$ cat src/hdl/sld_pkg.sv
/*
  Package for the segment-load and flag-control decode slice.
  Holds opcode encodings, clock counts and the carrier structs shared by the design.
  Assumes a single core clock and a byte-wide feed from the prefetch queue.
*/
package sld_pkg;

  // Opcode bytes.
  localparam logic [7:0] OPC_ESCAPE = 8'h0f;
  localparam logic [7:0] OPC_LOAD_AUX_A = 8'hb4;
  localparam logic [7:0] OPC_LOAD_AUX_B = 8'hb5;
  localparam logic [7:0] OPC_LOAD_STACK = 8'hb2;
  localparam logic [7:0] OPC_CLEAR_CARRY = 8'hf8;
  localparam logic [7:0] OPC_CLEAR_DIR = 8'hfc;
  localparam logic [7:0] OPC_CLEAR_TS = 8'h06;
  localparam logic [7:0] OPC_INVERT_CARRY = 8'hf5;
  localparam logic [7:0] OPC_CLEAR_INT = 8'hfa;

  // Modrm field layout.
  localparam int MODRM_MOD_HI = 7;
  localparam int MODRM_MOD_LO = 6;
  localparam int MODRM_REG_HI = 5;
  localparam int MODRM_REG_LO = 3;
  localparam logic [1:0] MODRM_MOD_REG = 2'h3;

  // Clock counts of each operation.
  localparam logic [4:0] CLK_LOAD_AUX = 5'h1d;
  localparam logic [4:0] CLK_LOAD_STACK = 5'h1a;
  localparam logic [4:0] CLK_FLAG_SHORT = 5'h02;
  localparam logic [4:0] CLK_CLEAR_TS = 5'h05;
  localparam logic [4:0] CLK_CLEAR_INT = 5'h08;

  // Reset values of the flags handled here.
  localparam logic RST_CARRY = 1'b0;
  localparam logic RST_DIR = 1'b0;
  localparam logic RST_INT_EN = 1'b0;
  localparam logic RST_TASK_SW = 1'b0;

  // Decoded operations.
  typedef enum logic [3:0] {
    SLD_OP_NONE = 4'h0,
    SLD_OP_LOAD_AUX_A = 4'h1,
    SLD_OP_LOAD_AUX_B = 4'h2,
    SLD_OP_LOAD_STACK = 4'h3,
    SLD_OP_CLEAR_CARRY = 4'h4,
    SLD_OP_CLEAR_DIR = 4'h5,
    SLD_OP_CLEAR_TS = 4'h6,
    SLD_OP_INVERT_CARRY = 4'h7,
    SLD_OP_CLEAR_INT = 4'h8,
    SLD_OP_INVALID = 4'h9
  } sld_op_t;

  // Flags touched by this slice.
  typedef struct packed {
    logic carry;
    logic direction;
    logic int_enable;
    logic task_switched;
  } sld_flags_t;

  // Decoded operation handed to the execution unit.
  typedef struct packed {
    sld_op_t op;
    logic [2:0] dest_reg;
    logic [7:0] modrm;
  } sld_cmd_t;

endpackage : sld_pkg
$ cat src/hdl/sld_decode.sv
/*
  Decoder and execution timer for far-pointer segment loads and flag control.
  Takes one instruction byte per cycle from the prefetch queue with valid/ready.
  Assumes the execution unit performs the memory part of a segment load itself.
*/
`timescale 1ns/10ps

module sld_decode
  import sld_pkg::*;
(
  // Clock and reset.
  input wire logic i_sys_clk,
  input wire logic i_reset,
  // Byte stream from the prefetch queue.
  input wire logic i_byte_valid,
  input wire logic [7:0] i_byte,
  output logic o_byte_ready,
  // Decoded operation and completion.
  output sld_cmd_t o_cmd,
  output logic o_busy,
  output logic o_done,
  output logic o_invalid,
  // Architectural flags.
  output sld_flags_t o_flags
);

  typedef enum logic [4:0] {
    ST_FIRST = 5'h01,
    ST_SECOND = 5'h02,
    ST_MODRM = 5'h04,
    ST_EXEC = 5'h08,
    ST_DONE = 5'h10
  } sld_state_t;

  sld_state_t state;
  sld_op_t pend_op;
  logic [4:0] count;
  logic take;
  logic is_reg_form;

  assign take = i_byte_valid && o_byte_ready;
  assign is_reg_form = i_byte[MODRM_MOD_HI:MODRM_MOD_LO] == MODRM_MOD_REG;

  // Clock count of an operation, counting the cycle the last byte is taken.
  function automatic logic [4:0] op_clocks(input sld_op_t op);
    case (op)
      SLD_OP_LOAD_AUX_A: op_clocks = CLK_LOAD_AUX;
      SLD_OP_LOAD_AUX_B: op_clocks = CLK_LOAD_AUX;
      SLD_OP_LOAD_STACK: op_clocks = CLK_LOAD_STACK;
      SLD_OP_CLEAR_TS: op_clocks = CLK_CLEAR_TS;
      SLD_OP_CLEAR_INT: op_clocks = CLK_CLEAR_INT;
      default: op_clocks = CLK_FLAG_SHORT;
    endcase
  endfunction : op_clocks

  // Sequencer: gathers bytes, then counts out the operation's clocks.
  always_ff @(posedge i_sys_clk)
  begin
    if (i_reset)
    begin
      state <= ST_FIRST;
      pend_op <= SLD_OP_NONE;
      count <= 5'h00;
      o_byte_ready <= 1'b1;
      o_cmd <= '0;
      o_busy <= 1'b0;
      o_done <= 1'b0;
      o_invalid <= 1'b0;
    end
    else
    begin
      o_done <= 1'b0;
      o_invalid <= 1'b0;
      case (state)
        ST_FIRST:
          if (take)
          begin
            o_busy <= 1'b1;
            case (i_byte)
              OPC_ESCAPE: state <= ST_SECOND;
              OPC_CLEAR_CARRY: pend_op <= SLD_OP_CLEAR_CARRY;
              OPC_CLEAR_DIR: pend_op <= SLD_OP_CLEAR_DIR;
              OPC_INVERT_CARRY: pend_op <= SLD_OP_INVERT_CARRY;
              OPC_CLEAR_INT: pend_op <= SLD_OP_CLEAR_INT;
              default: pend_op <= SLD_OP_INVALID;
            endcase
            if (i_byte != OPC_ESCAPE)
            begin
              state <= ST_EXEC;
              o_byte_ready <= 1'b0;
              count <= CLK_FLAG_SHORT - 5'h01;
              if (i_byte == OPC_CLEAR_INT)
                count <= CLK_CLEAR_INT - 5'h01;
            end
          end
        ST_SECOND:
          if (take)
          begin
            case (i_byte)
              OPC_LOAD_AUX_A: pend_op <= SLD_OP_LOAD_AUX_A;
              OPC_LOAD_AUX_B: pend_op <= SLD_OP_LOAD_AUX_B;
              OPC_LOAD_STACK: pend_op <= SLD_OP_LOAD_STACK;
              OPC_CLEAR_TS: pend_op <= SLD_OP_CLEAR_TS;
              default: pend_op <= SLD_OP_INVALID;
            endcase
            if (i_byte == OPC_LOAD_AUX_A || i_byte == OPC_LOAD_AUX_B
                || i_byte == OPC_LOAD_STACK)
              state <= ST_MODRM;
            else
            begin
              state <= ST_EXEC;
              o_byte_ready <= 1'b0;
              count <= (i_byte == OPC_CLEAR_TS) ? CLK_CLEAR_TS - 5'h01 : 5'h01;
            end
          end
        ST_MODRM:
          if (take)
          begin
            o_byte_ready <= 1'b0;
            o_cmd.modrm <= i_byte;
            o_cmd.dest_reg <= i_byte[MODRM_REG_HI:MODRM_REG_LO];
            if (is_reg_form)
            begin
              pend_op <= SLD_OP_INVALID;
              count <= CLK_FLAG_SHORT - 5'h01;
            end
            else
              count <= op_clocks(pend_op) - 5'h01;
            state <= ST_EXEC;
          end
        ST_EXEC:
        begin
          o_cmd.op <= pend_op;
          if (count == 5'h01)
          begin
            state <= ST_DONE;
            o_done <= (pend_op != SLD_OP_INVALID);
            o_invalid <= (pend_op == SLD_OP_INVALID);
            o_busy <= 1'b0;
            o_byte_ready <= 1'b1;
          end
          count <= count - 5'h01;
        end
        ST_DONE:
        begin
          state <= ST_FIRST;
          pend_op <= SLD_OP_NONE;
          if (take)
          begin
            state <= ST_FIRST;
          end
        end
        default: state <= ST_FIRST;
      endcase
      if (state == ST_DONE && take)
        state <= ST_FIRST;
    end
  end

  // Flag updates land on the completion cycle of each flag operation.
  always_ff @(posedge i_sys_clk)
  begin
    if (i_reset)
    begin
      o_flags <= '{RST_CARRY, RST_DIR, RST_INT_EN, RST_TASK_SW};
    end
    else if (state == ST_EXEC && count == 5'h01)
    begin
      case (pend_op)
        SLD_OP_CLEAR_CARRY: o_flags.carry <= 1'b0;
        SLD_OP_INVERT_CARRY: o_flags.carry <= ~o_flags.carry;
        SLD_OP_CLEAR_DIR: o_flags.direction <= 1'b0;
        SLD_OP_CLEAR_INT: o_flags.int_enable <= 1'b0;
        SLD_OP_CLEAR_TS: o_flags.task_switched <= 1'b0;
        default: o_flags <= o_flags;
      endcase
    end
  end

  // Cycles from the last byte taken to the completion pulse.
  logic [5:0] since_last;
  always_ff @(posedge i_sys_clk)
  begin
    if (i_reset)
      since_last <= 6'h00;
    else if (take && state != ST_FIRST && state != ST_SECOND)
      since_last <= 6'h01;
    else if (take && state == ST_FIRST && i_byte != OPC_ESCAPE)
      since_last <= 6'h01;
    else if (take && state == ST_SECOND && i_byte != OPC_LOAD_AUX_A
             && i_byte != OPC_LOAD_AUX_B && i_byte != OPC_LOAD_STACK)
      since_last <= 6'h01;
    else if (since_last != 6'h00 && since_last != 6'h3f)
      since_last <= since_last + 6'h01;
  end

  chk_aux_load_time: assert property (@(posedge i_sys_clk) disable iff (i_reset)
    o_done && (o_cmd.op == SLD_OP_LOAD_AUX_A) |-> since_last == {1'b0, CLK_LOAD_AUX})
    else $error("aux segment a load not done in 29 clocks");
  chk_auxb_load_time: assert property (@(posedge i_sys_clk) disable iff (i_reset)
    o_done && (o_cmd.op == SLD_OP_LOAD_AUX_B) |-> since_last == {1'b0, CLK_LOAD_AUX})
    else $error("aux segment b load not done in 29 clocks");
  chk_stack_load_time: assert property (@(posedge i_sys_clk) disable iff (i_reset)
    o_done && (o_cmd.op == SLD_OP_LOAD_STACK) |-> since_last == {1'b0, CLK_LOAD_STACK})
    else $error("stack segment load not done in 26 clocks");
  chk_clear_carry: assert property (@(posedge i_sys_clk) disable iff (i_reset)
    o_done && (o_cmd.op == SLD_OP_CLEAR_CARRY)
    |-> !o_flags.carry && since_last == {1'b0, CLK_FLAG_SHORT})
    else $error("carry clear wrong");
  chk_clear_dir: assert property (@(posedge i_sys_clk) disable iff (i_reset)
    o_done && (o_cmd.op == SLD_OP_CLEAR_DIR)
    |-> !o_flags.direction && since_last == {1'b0, CLK_FLAG_SHORT})
    else $error("direction clear wrong");
  chk_clear_ts: assert property (@(posedge i_sys_clk) disable iff (i_reset)
    o_done && (o_cmd.op == SLD_OP_CLEAR_TS)
    |-> !o_flags.task_switched && since_last == {1'b0, CLK_CLEAR_TS})
    else $error("task switched clear wrong");
  chk_invert_carry: assert property (@(posedge i_sys_clk) disable iff (i_reset)
    o_done && (o_cmd.op == SLD_OP_INVERT_CARRY)
    |-> o_flags.carry != $past(o_flags.carry) && since_last == {1'b0, CLK_FLAG_SHORT})
    else $error("carry not inverted");
  chk_clear_int: assert property (@(posedge i_sys_clk) disable iff (i_reset)
    o_done && (o_cmd.op == SLD_OP_CLEAR_INT)
    |-> !o_flags.int_enable && since_last == {1'b0, CLK_CLEAR_INT})
    else $error("interrupt enable clear wrong");
  chk_reg_form_bad: assert property (@(posedge i_sys_clk) disable iff (i_reset)
    state == ST_MODRM && take && is_reg_form
    |-> ##2 o_invalid && !o_done && o_cmd.op == SLD_OP_INVALID)
    else $error("register form segment load not refused");

endmodule : sld_decode

$ cat config.mk
export PLATFORM = sky130hd
export DESIGN_NAME = sld_decode
export DESIGN_NICKNAME = d
export VERILOG_FILES = /design/src/hdl/sld_pkg.sv /design/src/hdl/sld_decode.sv
export SDC_FILE = /design/constraint.sdc
export NUM_CORES = 1
export LEC_CHECK = 0
export ABC_AREA = 1
export BUFFER_PORTS_ARGS = -buffer_cell sky130_fd_sc_hd__buf_2
export CORE_MARGIN = 2
export CORE_UTILIZATION = 60
export DETAILED_ROUTE_END_ITERATION = 8
export GPL_TIMING_DRIVEN = 0
export PLACE_DENSITY = 0.81
export REMOVE_ABC_BUFFERS = 1
export SYNTH_ARGS = -nofsm -noshare
export SYNTH_HDL_FRONTEND = slang
export SYNTH_SLANG_ARGS = --single-unit
$ cat constraint.sdc
create_clock -name i_sys_clk -period 2.9 [get_ports i_sys_clk]
set_input_delay 0.29 -clock i_sys_clk [delete_from_list [all_inputs] [get_ports i_sys_clk]]
set_output_delay 0.29 -clock i_sys_clk [all_outputs]
set_load 0.03 [all_outputs]
=== Word level (Yosys, flattened, before mapping) ===
Index checks and enable logic that the tools add are counted.

* Register bits: 34
* Latch bits: 0
* RAM bits: 0
* Memory bits (read-only): 0
* Input port bits: 11
* Output and inout bits: 23
* Memories kept: 0

* Add/subtract/negate cells: 2
* $mul: 0
* Div/mod/pow operators: 0
* $lt $le $gt $ge: 0
* Equal/unequal tests: 35
* Shift operators: 0
* Muxes and demuxes: 40
* Bitwise logic cells: 3
* Reduce and logical (&&, ||, !) cells: 19

{| class="wikitable"
|+ Operators with widths
! cell !! count
|-
| $mux 5 || 16
|-
| $pmux 5 s4 || 3
|-
| $eq 8x8->1 const B || 7
|-
| $pmux 4 s4 || 2
|-
| $mux 4 || 5
|-
| $pmux 4 s5 || 1
|-
| $ne 2x2->1 const B || 8
|-
| $eq 4x3->1 const B || 3
|-
| $reduce_and 6->1 || 2
|-
| $eq 5x1->1 const B || 2
|-
| $sub 5x1->5 const B || 2
|-
| $eq 4x2->1 const B || 2
|-
| $eq 4x4->1 const B || 2
|-
| $eq 8x3->1 const B || 1
|-
| $eq 8x4->1 const B || 1
|-
| $mux 1 || 8
|-
| $ne 8x4->1 const B || 1
|-
| $reduce_bool 4->1 || 2
|-
| $reduce_and 7->1 || 1
|-
| $mux 3 || 2
|-
| $eq 5x2->1 const B || 1
|-
| $eq 5x3->1 const B || 1
|-
| $eq 5x4->1 const B || 1
|-
| $eq 5x5->1 const B || 1
|-
| other kinds (15) || 24
|}

=== Depth between registers and ports, before layout ===
Gate-level depths: netlist of run 1.

* Depth after elaboration: 11
* Gate-level depth with buffers: 14
* Depth with buffers taken out: 14

=== Worst setup path after synthesis of run 1 ===
No wires, ideal clock.

* Path type: register to register
* From: register pend_op[1]
* To: register count[3]
* Arrival: 1.511 ns
* Path slack: 1.319 ns
* Stages on the path, launching flop included: 12
* Path buffers: 0
* Path through: dfxtp_1 -> inv_1 -> nand2_1 -> nand2_1 -> a21oi_1 -> nand2_1 -> ha_1 -> inv_1 -> a21oi_1 -> o21ai_0 -> nand2_1 -> a21oi_1

* Word-level cells in the longest chain between the ends: 11
* Elaborated cells between the ends (all ways): 15

{| class="wikitable"
|+ RTL lines
! element !! line !! RTL
|-
| start, declared || sld_decode.sv:36 || <nowiki>sld_op_t pend_op;</nowiki>
|-
| start signal, assigned || sld_decode.sv:62 || <nowiki>pend_op <= SLD_OP_NONE;</nowiki>
|-
| start signal, assigned || sld_decode.sv:81 || <nowiki>OPC_CLEAR_CARRY: pend_op <= SLD_OP_CLEAR_CARRY;</nowiki>
|-
| start signal, assigned || sld_decode.sv:82 || <nowiki>OPC_CLEAR_DIR: pend_op <= SLD_OP_CLEAR_DIR;</nowiki>
|-
| $eq 4x2->1 or $eq 4x1->1 (tied branches) || sld_decode.sv:46 || <nowiki>case (op)</nowiki>
|-
| $reduce_or 2->1 (no source line) || -- ||
|-
| $pmux 5 s4 (*) || sld_decode.sv:46 ||
|-
| $mux 5 (*) || sld_decode.sv:122 || <nowiki>if (is_reg_form)</nowiki>
|-
| $mux 5 (*) || sld_decode.sv:117 || <nowiki>if (take)</nowiki>
|-
| $mux 5 (*) || sld_decode.sv:74 || <nowiki>case (state)</nowiki>
|-
| $mux 5 (*) || sld_decode.sv:59 || <nowiki>if (i_reset)</nowiki>
|-
| $sub 5x1->5 (*) || sld_decode.sv:128 || <nowiki>count <= op_clocks(pend_op) - 5'h01;</nowiki>
|-
| $mux 5 (*) || sld_decode.sv:122 ||
|-
| $mux 5 (*) || sld_decode.sv:117 ||
|-
| $pmux 5 s4 (*) || sld_decode.sv:74 ||
|-
| end signal, assigned || sld_decode.sv:113 || <nowiki>count <= (i_byte == OPC_CLEAR_TS) ? CLK_CLEAR_TS - 5'h01 : 5'h01;</nowiki>
|-
| end signal, assigned || sld_decode.sv:125 || <nowiki>count <= CLK_FLAG_SHORT - 5'h01;</nowiki>
|-
| end signal, assigned || sld_decode.sv:128 ||
|-
| end, declared || sld_decode.sv:37 || <nowiki>logic [4:0] count;</nowiki>
|}

Mark *: on every way between the ends. The rest lies on a longest branch, timed or not. The select of a mux whose other input is x is not followed.
A chain may end at the register's enable or synchronous reset.

=== Final worst setup path of run 1 ===
Ends and elaborated chain as after synthesis.

==> impl_metrics.ini, run 1 <==
[outcome]
status = finished clean

[die]
io_pins = 34
die_h_um = 60.2
dieArea_um2 = 3620
die_w_um = 60.2
core_um2 = 3030
rows = 20
start_util = 0.626

[routing]
drc = 0
wl_per_cell_um = 11.4
routed_wl_um = 4140
vias = 1877
ant_nets = 0
viasPerCell = 5.19
drtIter0Drc = 116
first_pass_iters = 4

[timing]
clock.fmax_ghz = 0.532
tightest_slew_ps = 596
drv_slew = 0
setup_viol = 0
relSlewSlack = 0.602
rsz0062_at_grt = false
fin_setup_tns_ps = 0
min_period_ps = 1880
finalWorstSetupSlack_ps = 1020
hold_violations = 0
finalCritPeriodShare = 0.649
finClkSkew_ps = 7.45

[logic_synthesis]
ys_types = 29
synth-edff-count = 0
synthArstFlopShare = 0
syn-instance-count = 288
ys_seq_area_frac = 0.328
synth-seq-cells = 31
synth_flop_cell = dfxtp_1
synth_area_per_cell_um2 = 6.58
yosys_warnings = 0
synthesis.area_um2 = 1890

[global_routing]
grt_pass1_vias = 1698
grt-ovfl-total = 0
grt_first_pass_wirelength_um = 7220
grt_usage = 0.262
antenna_found_initial = 0
grt_max_degree = 23

[cts]
cts_max_level = 2
cts.path.max_buffers = 2
cts-hold-fix-buffers = 0
clock_latency_ps = 340
post_cts_buffers = 0
cts_sinks = 31
cts_buffers = 5
clk_pin_slew_worst_paths_ps = 100
cts_tree = built
cts_resized = 0
cts-root-buf = clkbuf_4

[worst_setup_path]
crit_required_ps = 3180
regToRegSetupSlack_ps = 1020
crit_path_end_kind = register
timing.rr.end = count[3]
worstReg2RegStart = pend_op[1]
r2r_cells = 11
arrival_ps = 2160
crit_fanout = 5
start_kind = register
crit_type = register to register

[placed_design]
post-dp-hpwl_um = 3130
portBuffers = 30
place_inst = 354
place.gp.congestion = 0.885
dp_slack_ps = 1070

[worst_hold_path]
hold_class = input port to register
worstHoldPathCells = 3
hold_end = o_cmd[9]
hold_start = i_byte[4]

[cells_and_area]
drive_gt1_frac = 0.214
final_cells = 362
area_growth_pct = 12.0
diodes = 0
fin_nets = 332

[power_and_ir_drop]
p_leak_nw = 1.06
total_power_mw = 1.75
p_per_area_nw_per_um2 = 822
peakVddDrop_v = 0.000538

[job]
maxCapViolCount = 0
==> through the flow <==
stage	util	hold slack, ps	area [um^2]
after CTS	0.701	201	2120
after global placement	0.672	452	2040
after floorplan	-	359	1830
final	0.701	213	2120
after global routing	0.701	222	2120
after detailed placement	0.672	463	2040
==> registers in the layout (all words and copies together), names as in the netlist <==
| register | cells |
|---|---|
| o_cmd | 12 |
| state | 5 |
| o_byte_ready | 1 |
| o_invalid | 1 |
| o_flags | 1 |
| o_busy | 1 |
| o_done | 1 |
| pend_op | 4 |
| count | 5 |
==> cells by family after synthesis <==
kind of cell	synth area share
XOR/XNOR	0.00462
adder cells (fa/ha/maj)	0.0264
AO/OA/AOI/OAI	0.131
AND/OR/NAND/NOR	0.400
other	0.00198
buffers and inverters	0.109
flip-flops	0.328
==> synthesized netlist by cell type, types with 3 or more instances <==
master    n  share of area
buf_4     7          0.028
a21oi_1  21          0.055
o21ai_0  21          0.055
ha_1      4          0.026
nor2_1   41          0.081
nand2_2   7          0.023
o21ai_1   3         0.0079
nor3_1    4          0.011
nor2_4    4          0.024
nor2_2    7          0.023
nand4_1   8          0.026
nand3_1  18          0.048
dfxtp_1  31           0.33
inv_1    31          0.061
inv_2     5         0.0099
nand2_1  59           0.12
==> layer usage <==
metal | GRT usage | vias up | wire length, um
met5 | 0 | - | 0
met4 | 0.0730 | 0 | 55
met3 | 0.0628 | 8 | 218
met2 | 0.439 | 51 | 1930
met1 | 0.334 | 839 | 1940
li1 | - | 979 | -
==> power by group <==
part / total (mW) / internal [mW] / switching (mW)
registers: 0.570 / 0.504 / 0.0654
clock network: 0.362 / 0.204 / 0.158
logic: 0.814 / 0.265 / 0.549
total: 1.75 / 0.973 / 0.773
==> worst max-delay path by stage <==
stage,start,endpoint,slack (ps)
floorplan,pend_op[1],count[3],1320
global placement,pend_op[1],count[3],1130
detailed placement,pend_op[1],count[3],1070
CTS,pend_op[1],count[3],1040
global route,pend_op[1],count[3],760
finish,pend_op[1],count[3],1020
==> placed cells by master, fill, tap and decap left out, types with 2 or more instances in the layout <==
master	Yosys	routed
inv_2	5	5
a21oi_1	21	21
ha_1	4	4
nand3_2	2	2
nor2_2	7	7
buf_2	0	30
o211ai_1	2	2
conb_1	1	3
clkbuf_4	0	5
dfxtp_1	31	31
inv_1	31	31
nor2_1	41	41
nand4_1	8	8
o21ai_0	21	21
nand2_1	59	59
nor3_1	4	4
nand3_1	18	18
nor2_4	4	4
o21ai_1	3	3
nand2_2	7	7
nor3_2	2	2
==> layout make-up <==
class / count / area (um^2)
clock buffers: 6 / 51.3
flip-flops and latches: 31 / 621
fillers: 293 / 906
clock inverters: 2 / 35.0
well taps: 44 / 55.1
multi-input cells: 213 / 1070
repair buffers: 30 / 150
inverters: 36 / 135
==> critical path, stage by stage (launching register included) <==
cell     delay, ps
dfxtp_1        380
inv_1          120
nand2_1        110
nand2_1        100
a21oi_1        290
nand2_1        120
ha_1           190
inv_1           80
a21oi_1         40
o21ai_0        190
nand2_1         80
a21oi_1        130
(Power assumes the default switching activity.)
==> run 2: changes to the inputs <==
--- a/config.mk
+++ b/config.mk
@@ -5,13 +5,13 @@
 export SDC_FILE = /design/constraint.sdc
 export NUM_CORES = 1
 export LEC_CHECK = 0
-export ABC_AREA = 1
+export ABC_AREA = 0
 export BUFFER_PORTS_ARGS = -buffer_cell sky130_fd_sc_hd__buf_2
 export CORE_MARGIN = 2
-export CORE_UTILIZATION = 60
+export CORE_UTILIZATION = 56
 export DETAILED_ROUTE_END_ITERATION = 8
 export GPL_TIMING_DRIVEN = 0
-export PLACE_DENSITY = 0.81
+export PLACE_DENSITY = 0.76
 export REMOVE_ABC_BUFFERS = 1
 export SYNTH_ARGS = -nofsm -noshare
 export SYNTH_HDL_FRONTEND = slang
==> constraint.sdc (replaced) <==
create_clock -name i_sys_clk -period 1.8 [get_ports i_sys_clk]
set_input_delay 0.18 -clock i_sys_clk [delete_from_list [all_inputs] [get_ports i_sys_clk]]
set_output_delay 0.18 -clock i_sys_clk [all_outputs]
set_load 0.03 [all_outputs]
==> run 2 against run 1 <==
Compared with the run above: the flow now finishes with violations (setup timing); combinational power rose to 2.8 times the previous value; clock skew barely moved; hold slack got worse by 82 ps; critical path type unchanged; critical endpoint is now count[4].
==> impl_metrics.ini, run 2 <==
[timing]
whs_ps = 131
hold_violations = 0
fin_setup_tns_ps = -533
relSlewSlack = 0.662
drv_slew = 0
finClkSkew_ps = 7.05
tightest_slew_ps = 507
clock.fmax_ghz = 0.490
finalWorstSetupSlack_ps = -242
rsz0062_at_grt = true
min_period_ps = 2040
setup_viol = 5
finalCritPeriodShare = 1.13

[cts]
cts_tree = built
cts-hold-fix-buffers = 0
cts_max_level = 2
cts_buffers = 5
clock_latency_ps = 350
cts_sinks = 31
clk_pin_slew_worst_paths_ps = 100
cts.path.max_buffers = 2
cts-root-buf = clkbuf_4

[logic_synthesis]
yosys_warnings = 0
synthesis.area_um2 = 2010
netlist_top_cells_count = dfxtp_1, nor2_1, a21oi_1
synthTopCellsByArea = dfxtp_1, a21oi_1, nor2_1, mux2i_1, nand2b_1
syn-instance-count = 248
ys_seq_area_frac = 0.309
synthArstFlopShare = 0
synth-edff-count = 0
synth.most_common_cell = dfxtp_1
synth-seq-cells = 31
synth_area_per_cell_um2 = 8.11
synth_flop_cell = dfxtp_1
synth_top_area_frac = 0.309
ys_types = 61
synth_top_area_cell = dfxtp_1

[placed_design]
post-dp-hpwl_um = 3250
portBuffers = 30
place_inst = 303
place.gp.congestion = 0.881
dp_slack_ps = -468
placed_area_um2 = 2100

[cells_and_area]
final_cells = 320
utilization = 0.711
diodes = 0
final_common_cell = buf_2
largest_reg_flops = 12
regMostFlops = o_cmd
fin_nets = 288
top_regs = o_cmd (12), count (5), state (5)
final_cell_mix = buf_2, nor2_1, dfxtp_1
regArea_um2 = 654
multi_input_area_um2 = 1370
fill_cells = 285
drive_gt1_frac = 0.339
area_growth_pct = 19.9
finish.instance_area_um2 = 2410

[global_routing]
grt_max_degree = 26
antenna_found_initial = 0
grt-ovfl-total = 0
grt_first_pass_wirelength_um = 8350
grt_usage = 0.263
grt_pass1_vias = 1731

[routing]
routed_wl_um = 5080
viasPerCell = 6.05
drtIter0Drc = 111
ant_nets = 0
drc = 0
wl_per_cell_um = 15.9
first_pass_iters = 4
vias = 1935

[outcome]
violations = setup timing
status = finished, violations left

[die]
io_pins = 34
core_um2 = 3390
rows = 21
start_util = 0.593
die_h_um = 63.9
dieArea_um2 = 4090
die_w_um = 63.9

[worst_setup_path]
worstReg2RegStart = pend_op[1]
crit_fanout = 4
startpoint = pend_op[1]
crit_type = register to register
arrival_ps = 2260
crit_required_ps = 2020
crit_path_end_kind = register
start_kind = register

[worst_hold_path]
hold_class = input port to register
hold_start = i_byte[4]

[power_and_ir_drop]
total_power_mw = 4.02
p_leak_nw = 1.00
peakVddDrop_v = 0.000782
p_per_area_nw_per_um2 = 1670

[job]
maxCapViolCount = 0
## run 2: cell types whose count changed after synthesis, moves of 8 or more
cell,before,now
inv_1,31,7
nand2_1,59,11
nand2b_1,0,10
nand3_1,18,6
nor2_1,41,26
nor3_1,4,12
o21ai_0,21,8
## run 2: worst paths after layout
path	end	slack (ps)	cells after the start
min reg2reg	o_cmd[11]	460	2
max reg2reg	count[4]	-240	8
min	o_cmd[9]	130	3
max	count[4]	-240	8
## run 2: cells by family (layout without fill, tap and decap cells)
logic type,count (synthesis),after routing,share of synthesized area
fa+ha+maj,4,4,0.0249
other cells,1,3,0.00187
simple gates,101,101,0.296
flops,31,31,0.309
compound gates,67,67,0.223
xor+xnor,5,5,0.0218
buf+inv,30,54,0.0778
mux,9,9,0.0460
## run 2: metal layers
metal	vias up	GRT usage	wire length [um]
met1	917	0.336	2280
met2	67	0.434	2490
met4	0	0.0951	36
li1	945	-	-
met5	-	0	0
met3	6	0.0563	275
## run 2: what timing repair did
item,in CTS,in global routing
endpoints found under the setup margin,26,21
setup buffers,8,3
gates resized for setup,29,16
pin swaps,8,11
## run 2: area by class of cell
class / instances / area share
multi-input combinational: 189 / 0.567
sequential: 31 / 0.272
timing repair buffer: 39 / 0.0903
tap: 46 / 0.0239
clock buffer: 6 / 0.0213
clock inverter: 2 / 0.0145
inverter: 7 / 0.0109
## run 2: report_power, final
part	switching [mW]	internal [mW]	total [mW]
clock network	0.260	0.328	0.588
logic	1.26	1.00	2.26
registers	0.296	0.876	1.17
total	1.82	2.21	4.02
## run 2: critical path: stages, from the launching register on
cell,delay (ps)
dfxtp_4,370
or4b_4,560
o31a_1,160
ha_4,170
nor2b_4,120
a221oi_2,260
o32ai_1,130
nand3_1,80
a21oi_1,60
